### config.mk
export PLATFORM = sky130hd
export DESIGN_NAME = code_protection_unit
export DESIGN_NICKNAME = d
export VERILOG_FILES = /design/src/rtl/region_decoder.v /design/src/rtl/code_protection_unit.v
export VERILOG_INCLUDE_DIRS = /design/src /design/src/rtl
export SDC_FILE = /design/constraint.sdc
export NUM_CORES = 1
export LEC_CHECK = 0
export BUFFER_PORTS_ARGS = -buffer_cell sky130_fd_sc_hd__clkbuf_2
export CAP_MARGIN = 20
export CORE_ASPECT_RATIO = 0.75
export CORE_UTILIZATION = 42
export CTS_CLUSTER_SIZE = 14
export DETAILED_ROUTE_END_ITERATION = 7
export GPL_ROUTABILITY_DRIVEN = 0
export MAX_ROUTING_LAYER = met4
export PLACE_DENSITY = 0.79
export SETUP_SLACK_MARGIN = 0.1
export SKIP_CTS_REPAIR_TIMING = 1
export SLEW_MARGIN = 20
export SYNTH_ARGS = -nofsm -noshare
export SYNTH_HDL_FRONTEND = slang
export SYNTH_SLANG_ARGS = --single-unit
### constraint.sdc
create_clock -name clk_sys_i -period 2.51 [get_ports clk_sys_i]
set_input_delay 0.3765 -clock clk_sys_i [delete_from_list [all_inputs] [get_ports clk_sys_i]]
set_output_delay 0.3765 -clock clk_sys_i [all_outputs]
set_load 0.1 [all_outputs]
### src/rtl/code_protection_defs.vh
// Constants shared by the code protection unit and its region decoder
`ifndef CODE_PROTECTION_DEFS_VH
`define CODE_PROTECTION_DEFS_VH
`define ADDR_W 21
`define NUM_REGIONS 5
`define BOOT_END 21'h0007ff
`define BLK0_END 21'h001fff
`define BLK1_END 21'h003fff
`define BLK2_END 21'h005fff
`define BLK3_END 21'h007fff
`define ID_FIRST 21'h200000
`define ID_LAST 21'h200007
`define CFG_FIRST 21'h300000
`define CFG_LAST 21'h3000ff
`define DEVID_FIRST 21'h3ffffe
`define REGION_NONE 3'h7
`define GUARDS_RESET 5'h1f
`define GUARD_BIT_RESET 1'b1
`define LVP_RESET 1'b1
`define DEBUG_RESET 1'b1
`endif

### src/rtl/region_decoder.v
// Maps a program memory address onto its protection region
`timescale 1ns/1ns
`default_nettype none
`include "code_protection_defs.vh"
module region_decoder (
  input wire [20:0] addr_i,
  output reg [2:0] region_o
);
  // Pure decode so guards apply in the access cycle itself
  always @*
  begin
    if (addr_i <= `BOOT_END)
      region_o = 3'h0;
    else if (addr_i <= `BLK0_END)
      region_o = 3'h1;
    else if (addr_i <= `BLK1_END)
      region_o = 3'h2;
    else if (addr_i <= `BLK2_END)
      region_o = 3'h3;
    else if (addr_i <= `BLK3_END)
      region_o = 3'h4;
    else
      region_o = `REGION_NONE;
  end
endmodule // region_decoder
`default_nettype wire

### src/rtl/code_protection_unit.v
// Access gating for program memory, data EEPROM, config and ID space
`timescale 1ns/1ns
`default_nettype none
`include "code_protection_defs.vh"
module code_protection_unit (
  input wire clk_sys_i,
  input wire rst_i,
  // Core table access
  input wire tbl_rd_i,
  input wire tbl_wr_i,
  input wire [20:0] tbl_addr_i,
  input wire [20:0] exec_pc_i,
  input wire [7:0] mem_rdata_i,
  // External programmer access
  input wire ext_rd_i,
  input wire ext_wr_i,
  input wire [20:0] ext_addr_i,
  input wire ext_eeprom_i,
  input wire ext_chip_erase_i,
  input wire ext_block_erase_i,
  input wire [4:0] ext_erase_blocks_i,
  input wire ext_row_erase_i,
  // Guard bit writes (core table write or programmer), 1 = bit to clear; low-voltage enable and debug values are written as given
  input wire guard_wr_ext_i,
  input wire guard_wr_core_i,
  input wire [4:0] wr_read_guard_i,
  input wire [4:0] wr_write_guard_i,
  input wire [4:0] wr_table_read_guard_i,
  input wire [2:0] wr_misc_i,
  input wire wr_lvp_i,
  input wire wr_lvp_val_i,
  input wire wr_debug_i,
  input wire wr_debug_val_i,
  // Core EEPROM access
  input wire core_ee_rd_i,
  input wire core_ee_wr_i,
  // Entry pins (asynchronous)
  input wire master_clear_hv_i,
  input wire program_entry_pin_i,
  // Results
  output reg tbl_rd_ok_o,
  output reg [7:0] tbl_rdata_o,
  output reg tbl_wr_ok_o,
  output reg ext_rd_ok_o,
  output reg ext_wr_ok_o,
  output reg core_ee_rd_ok_o,
  output reg core_ee_wr_ok_o,
  output reg erase_ok_o,
  output reg prog_mode_o,
  output reg hv_mode_o,
  output reg pgm_pin_dedicated_o,
  output reg debug_enable_o,
  output reg [4:0] block_read_guard_o,
  output reg [4:0] block_write_guard_o,
  output reg [4:0] block_table_read_guard_o,
  output reg eeprom_read_guard_o,
  output reg eeprom_write_guard_o,
  output reg config_write_guard_o
);
  // Stored protection state; a 1 leaves the guarded space open
  wire [4:0] block_read_guard;
  wire [4:0] block_write_guard;
  wire [4:0] block_table_read_guard;
  reg eeprom_read_guard;
  reg eeprom_write_guard;
  reg config_write_guard;
  reg low_voltage_prog_enable;
  reg debug_bit;
  reg [1:0] hv_sync;
  reg [1:0] pgm_sync;

  // Decoded address facts and the permissions built from them
  wire [2:0] tbl_region;
  wire [2:0] pc_region;
  wire [2:0] ext_region;
  wire tbl_in_prog;
  wire tbl_is_id;
  wire tbl_is_cfg;
  wire tbl_is_dev;
  wire ext_in_prog;
  wire tbl_rd_allow;
  wire tbl_wr_allow;
  wire ext_allow;
  wire ext_wr_allow;
  wire hv_now;
  wire lv_now;
  wire erase_req;
  wire erase_allow;
  wire row_blocked;
  wire guard_wr_ext_ok;
  wire guard_wr_core_ok;
  wire guard_write_ok;
  wire erase_go;

  // One decoder per address that can land in a region
  region_decoder u_tbl_dec (
    .addr_i(tbl_addr_i),
    .region_o(tbl_region)
  );
  region_decoder u_pc_dec (
    .addr_i(exec_pc_i),
    .region_o(pc_region)
  );
  region_decoder u_ext_dec (
    .addr_i(ext_addr_i),
    .region_o(ext_region)
  );

  // Two-stage synchronisers for the entry pins
  always @(posedge clk_sys_i or posedge rst_i)
  begin
    if (rst_i)
    begin
      hv_sync <= 2'h0;
      pgm_sync <= 2'h0;
    end
    else
    begin
      hv_sync <= {hv_sync[0], master_clear_hv_i};
      pgm_sync <= {pgm_sync[0], program_entry_pin_i};
    end
  end

  // High voltage always wins; low voltage only when enabled
  assign hv_now = hv_sync[1];
  assign lv_now = low_voltage_prog_enable & pgm_sync[1];

  // Address classes
  assign tbl_in_prog = (tbl_region != `REGION_NONE);
  assign tbl_is_id = (tbl_addr_i >= `ID_FIRST) && (tbl_addr_i <= `ID_LAST);
  assign tbl_is_cfg = (tbl_addr_i >= `CFG_FIRST) && (tbl_addr_i <= `CFG_LAST);
  assign tbl_is_dev = (tbl_addr_i >= `DEVID_FIRST);
  assign ext_in_prog = (ext_region != `REGION_NONE);

  // Table read: refused only outside-block reads of guarded blocks
  // Region 7 never indexes the guards: the region test short-circuits first
  assign tbl_rd_allow = !tbl_in_prog || (tbl_region == pc_region) ||
    block_table_read_guard[tbl_region];

  // Table write: program blocks by write guard, config by its guard
  assign tbl_wr_allow = tbl_in_prog ? block_write_guard[tbl_region] :
    (tbl_is_cfg ? config_write_guard : !tbl_is_dev);

  // External access: read guard per block or EEPROM guard
  assign ext_allow = ext_eeprom_i ? eeprom_read_guard :
    (!ext_in_prog || block_read_guard[ext_region]);
  assign ext_wr_allow = ext_allow && (ext_eeprom_i ? eeprom_write_guard :
    (!ext_in_prog || block_write_guard[ext_region]));

  // Erase only from programmer in programming mode
  assign erase_req = ext_chip_erase_i | ext_block_erase_i;
  assign erase_allow = prog_mode_o;
  // Row erase is refused on a target block whose read or write guard is clear
  assign row_blocked = ext_in_prog && (!block_read_guard[ext_region] ||
    !block_write_guard[ext_region]);

  // Who may write guards now; the core is shut out once the config guard is 0
  assign guard_wr_ext_ok = guard_wr_ext_i && prog_mode_o;
  assign guard_wr_core_ok = guard_wr_core_i && config_write_guard;
  assign guard_write_ok = guard_wr_ext_ok || guard_wr_core_ok;
  // An erase and a write in one cycle: the erase wins, the write is lost
  assign erase_go = erase_req && erase_allow;

  // Per-region guard bits; writes can only clear, erases only set
  genvar r;
  generate
    for (r = 0; r < `NUM_REGIONS; r = r + 1)
    begin : g_region
      // In a block erase, bits of a region outside the erase mask keep their value
      wire erase_hit;
      reg read_bit;
      reg write_bit;
      reg table_bit;
      assign erase_hit = erase_go && (ext_chip_erase_i || ext_erase_blocks_i[r]);
      assign block_read_guard[r] = read_bit;
      assign block_write_guard[r] = write_bit;
      assign block_table_read_guard[r] = table_bit;
      always @(posedge clk_sys_i or posedge rst_i)
      begin
        if (rst_i)
        begin
          read_bit <= `GUARD_BIT_RESET;
          write_bit <= `GUARD_BIT_RESET;
          table_bit <= `GUARD_BIT_RESET;
        end
        else if (erase_hit)
        begin
          read_bit <= 1'b1;
          write_bit <= 1'b1;
          table_bit <= 1'b1;
        end
        else if (guard_write_ok && !erase_go)
        begin
          // A write only clears, so a 1 can never be written back
          read_bit <= read_bit & ~wr_read_guard_i[r];
          write_bit <= write_bit & ~wr_write_guard_i[r];
          table_bit <= table_bit & ~wr_table_read_guard_i[r];
        end
      end
    end
  endgenerate

  // EEPROM, config, low-voltage enable and debug bits
  always @(posedge clk_sys_i or posedge rst_i)
  begin
    if (rst_i)
    begin
      eeprom_read_guard <= 1'b1;
      eeprom_write_guard <= 1'b1;
      config_write_guard <= 1'b1;
      low_voltage_prog_enable <= `LVP_RESET;
      debug_bit <= `DEBUG_RESET;
    end
    else if (erase_go)
    begin
      // Only a full chip erase reaches the EEPROM and config guards
      if (ext_chip_erase_i)
      begin
        eeprom_read_guard <= 1'b1;
        eeprom_write_guard <= 1'b1;
        config_write_guard <= 1'b1;
      end
    end
    else if (guard_write_ok)
    begin
      eeprom_read_guard <= eeprom_read_guard & ~wr_misc_i[0];
      eeprom_write_guard <= eeprom_write_guard & ~wr_misc_i[1];
      // Core may not touch the config guard itself
      if (guard_wr_ext_ok)
        config_write_guard <= config_write_guard & ~wr_misc_i[2];
      // Low-voltage enable moves only with high voltage on master clear
      if (guard_wr_ext_ok && hv_mode_o && wr_lvp_i)
        low_voltage_prog_enable <= wr_lvp_val_i;
      if (wr_debug_i)
        debug_bit <= wr_debug_val_i;
    end
  end

  // Registered grants; each stands one cycle after its request
  always @(posedge clk_sys_i or posedge rst_i)
  begin
    if (rst_i)
    begin
      tbl_rd_ok_o <= 1'b0;
      tbl_rdata_o <= 8'h00;
      tbl_wr_ok_o <= 1'b0;
      ext_rd_ok_o <= 1'b0;
      ext_wr_ok_o <= 1'b0;
      core_ee_rd_ok_o <= 1'b0;
      core_ee_wr_ok_o <= 1'b0;
      erase_ok_o <= 1'b0;
    end
    else
    begin
      tbl_rd_ok_o <= tbl_rd_i && tbl_rd_allow;
      tbl_rdata_o <= (tbl_rd_i && tbl_rd_allow) ? mem_rdata_i : 8'h00;
      tbl_wr_ok_o <= tbl_wr_i && tbl_wr_allow;
      ext_rd_ok_o <= ext_rd_i && prog_mode_o && ext_allow;
      ext_wr_ok_o <= ext_wr_i && prog_mode_o && ext_wr_allow;
      core_ee_rd_ok_o <= core_ee_rd_i;
      core_ee_wr_ok_o <= core_ee_wr_i && eeprom_write_guard;
      erase_ok_o <= erase_go ||
        (ext_row_erase_i && prog_mode_o && !row_blocked);
    end
  end

  // Mode levels and guard mirrors; mirrors trail the guard bits by a cycle
  always @(posedge clk_sys_i or posedge rst_i)
  begin
    if (rst_i)
    begin
      prog_mode_o <= 1'b0;
      hv_mode_o <= 1'b0;
      pgm_pin_dedicated_o <= 1'b0;
      debug_enable_o <= 1'b0;
      block_read_guard_o <= `GUARDS_RESET;
      block_write_guard_o <= `GUARDS_RESET;
      block_table_read_guard_o <= `GUARDS_RESET;
      eeprom_read_guard_o <= 1'b1;
      eeprom_write_guard_o <= 1'b1;
      config_write_guard_o <= 1'b1;
    end
    else
    begin
      prog_mode_o <= hv_now || lv_now;
      hv_mode_o <= hv_now;
      pgm_pin_dedicated_o <= low_voltage_prog_enable;
      debug_enable_o <= !debug_bit;
      block_read_guard_o <= block_read_guard;
      block_write_guard_o <= block_write_guard;
      block_table_read_guard_o <= block_table_read_guard;
      eeprom_read_guard_o <= eeprom_read_guard;
      eeprom_write_guard_o <= eeprom_write_guard;
      config_write_guard_o <= config_write_guard;
    end
  end
endmodule // code_protection_unit
`default_nettype wire

==> results.py <==
metrics = {
    "yosys": {
        "synthDistinctLibCells": 40,
        "mappedNetlistArea_um2": 2440,
        "async_flop_share": 1.00,
        "synthesis.yosys.warnings": 0,
        "postSynthRegisterBits": 61,
        "avgSynthCellArea_um2": 12.3,
        "syn_nets": 313,
        "main_synth_ff_type": "dfstp_2",
        "seq_area_frac_synth": 0.645,
        "synth_enable_flop_cells": 0,
        "synth_cells": 199,
    },
    "cts": {
        "cts_inserted_buffers": 9,
        "cts_tree": "yes",
        "clock-root-buffer": "clkbuf_8",
        "cts_htree_levels": 3,
        "clk_pin_slew_worst_paths_ns": 0.07,
        "clock-sinks": 61,
        "cts-root-to-sink-buffers": 2,
        "clkLatencyLatePin_ns": 0.33,
    },
    "global_route": {
        "global_route.overflow_total": 0,
        "grt_usage": 0.207,
        "wire_length_of_the_first_global_routing_pass_mm": 9.15,
        "antenna_found_initial": 0,
        "pin_count_of_the_biggest_net_entering_global_routing": 62,
        "via_count_of_the_first_global_routing_pass": 1966,
    },
    "floorplanning": {
        "design.core.area_um2": 5470,
        "ioPinCount": 151,
        "die_y_um": 68.0,
        "die_w_um": 90.0,
        "fp.dieArea_um2": 6120,
        "rows": 23,
        "initial_utilization": 0.446,
    },
    "sta": {
        "setup-tns-final_ns": 0,
        "grt_setup_unrepaired": "false",
        "skew_ns": 0.00578,
        "slew_violations": 0,
        "timing.final.crit_period_ns": 2.07,
        "max_clock_freq_mhz": 484,
        "worst_slew_margin_relative_to_its_limit": 0.622,
        "worst_tran_pin_value_ns": 0.569,
        "setup_viol_count_final": 0,
        "final.period_utilization": 0.823,
        "finalHoldViolations": 0,
    },
    "cells_and_area": {
        "post_route_cells_drive_above_1_share": 0.572,
        "antenna-diode-count": 0,
        "fin_nets": 448,
        "layout.filler_cells": 469,
        "layout-area-overhead-vs-synth_pct": 38.3,
    },
    "detailed_routing": {
        "final_antenna_net_count": 0,
        "route.vias.total": 2070,
        "wl_per_cell_um": 14.1,
        "viasPerCell": 5.00,
        "detail_route.wirelength_mm": 5.82,
        "drc": 0,
        "initialDrtViolationCount": 102,
        "drt_pre_antenna_iters": 4,
    },
    "worst_setup_path": {
        "r2r_cells": 4,
        "cp-start-kind": "input pin",
        "crit_path_max_fanout": 9,
        "data_required_time_at_the_worst_endpoint_ns": 2.74,
        "timing.setup.critical_path_class": "in -> reg",
        "cp_data_arrival_time_ns": 2.29,
        "critPathCaptureType": "flop",
    },
    "power_and_ir_drop": {
        "powerDensity_nw_per_um2": 855,
        "worst_ir_drop_vdd_mv": 0.454,
        "finalPower_mw": 2.89,
        "total_leakage_power_nw": 1.66,
    },
    "job": {
        "cap_violations": 0,
    },
    "min_path": {
        "hp-class": "in -> async",
    },
    "outcome": {
        "status": "finished clean",
    },
    "placed_design": {
        "place_hpwl_mm": 4.53,
        "io_buffers": 127,
    },
}
## per-stage QoR
| step | util | hold WS, ns | cells | worst slack (ns) | cell area (µm²) |
|---|---|---|---|---|---|
| final | 0.618 | 0.0895 | 414 | 0.443 | 3380 |
| after global routing | 0.618 | 0.0904 | 414 | 0.385 | 3380 |
| after CTS | 0.618 | 0.0817 | 414 | 0.430 | 3380 |
| after detailed placement | 0.583 | 0.338 | 398 | 0.101 | 3190 |
| after global placement | 0.583 | 0.332 | 398 | 0.132 | 3190 |
| after floorplan | - | 0.331 | 199 | 0.333 | 2440 |
## layer usage
metal | up-vias | track usage | part of all wire
met1 | 983 | 0.243 | 0.43
met2 | 95 | 0.330 | 0.47
met4 | 0 | 0.0847 | 0.012
li1 | 984 | - | -
met5 | - | - | 0
met3 | 8 | 0.0744 | 0.084
## critical path, stage by stage
cell and delay (ns):
clkbuf_2 0.11, nor2_2 0.16, mux2_4 0.31, mux4_2 0.43, or4b_1 0.65, and3_1 0.24
## flip-flops by register name, indices dropped and copies added (netlist names), 2 cells and up
signal                    flops
g_region.table_bit            5
g_region.write_bit            5
hv_sync                       2
tbl_rdata_o                   8
block_write_guard_o           5
pgm_sync                      2
g_region.read_bit             5
block_table_read_guard_o      5
block_read_guard_o            5
## cells in the mapped netlist, drive strengths merged (2+ instances only)
cell type / number / share of area
nor2b: 5 / 0.013
a21oi: 7 / 0.014
nor4: 5 / 0.013
mux2: 5 / 0.025
and2: 2 / 0.0051
nand4: 6 / 0.015
a22o: 3 / 0.011
nand2: 20 / 0.031
o21ai: 5 / 0.010
nor3: 4 / 0.0082
nor2: 10 / 0.016
nand3: 4 / 0.0082
inv: 6 / 0.0092
xnor2: 2 / 0.0072
dfstp: 38 / 0.41
a21o: 16 / 0.049
a211oi: 2 / 0.0061
mux4: 2 / 0.018
clkbuf: 6 / 0.0092
dfrtp: 23 / 0.24
a31oi: 2 / 0.0051
and3: 8 / 0.021
o221ai: 2 / 0.0072
mux2i: 2 / 0.0082
## layout make-up
cell class | count | area (µm²) | area share
Sequential cell | 61 | 1570 | 0.466
Multi-Input combinational cell | 125 | 817 | 0.242
Timing Repair Buffer | 131 | 678 | 0.201
Clock buffer | 10 | 128 | 0.0378
Tap cell | 75 | 93.8 | 0.0278
Clock inverter | 6 | 63.8 | 0.0189
Inverter | 6 | 22.5 | 0.00667
## power by group
group          internal, mW  switching, mW  leakage [nW]
Sequential             1.16         0.0715         0.683
Clock                 0.456          0.374        0.0923
Combinational         0.185          0.637         0.886
## cell usage in the layout, fill, tap and decap left out, types with 2 or more instances in the layout
cell type,Yosys,final
dfstp_2,38,38
nor3_1,4,4
a21oi_1,7,7
nor4_1,5,5
nand3_1,4,4
a211oi_1,2,2
buf_4,0,3
a22o_1,3,3
dfrtp_1,23,23
nor2_1,9,9
nand2_1,20,20
xnor2_1,2,2
a31oi_1,2,2
mux4_2,2,2
o21ai_0,5,5
nor2b_1,5,5
nand4_1,6,6
clkbuf_2,0,127
mux2_2,4,4
clkinvlp_4,0,2
clkinv_2,0,2
clkbuf_8,0,9
a21o_1,16,16
and2_1,2,2
o221ai_1,2,2
mux2i_1,2,2
inv_1,6,5
and3_1,8,8
## final timing paths
| kind | startpoint | end | slack, ns |
|---|---|---|---|
| min in group clk_sys_i | master_clear_hv_i | hv_sync[0] | 0.15 |
| worst max-delay path | tbl_addr_i[11] | tbl_rdata_o[2] | 0.44 |
| worst min register to register | hv_sync[0] | hv_sync[1] | 0.35 |
| worst max register to register | g_region[1].table_bit | tbl_rdata_o[2] | 0.44 |
| max in group asynchronous | rst_i | g_region[1].write_bit | 2.12 |
| worst min-delay path | rst_i | core_ee_wr_ok_o | 0.09 |
## cell families (layout without fill, tap and decap cells)
kind of cell,count (synthesis),in the layout,share of synthesized area
AOI/OAI and AO/OA,44,44,0.127
xor gates and xnor gates,2,2,0.00718
buffers and inverters,13,153,0.0205
DFF,61,61,0.645
muxes,9,9,0.0513
and+or+nand+nor,70,70,0.150
(Power assumes the default switching activity.)
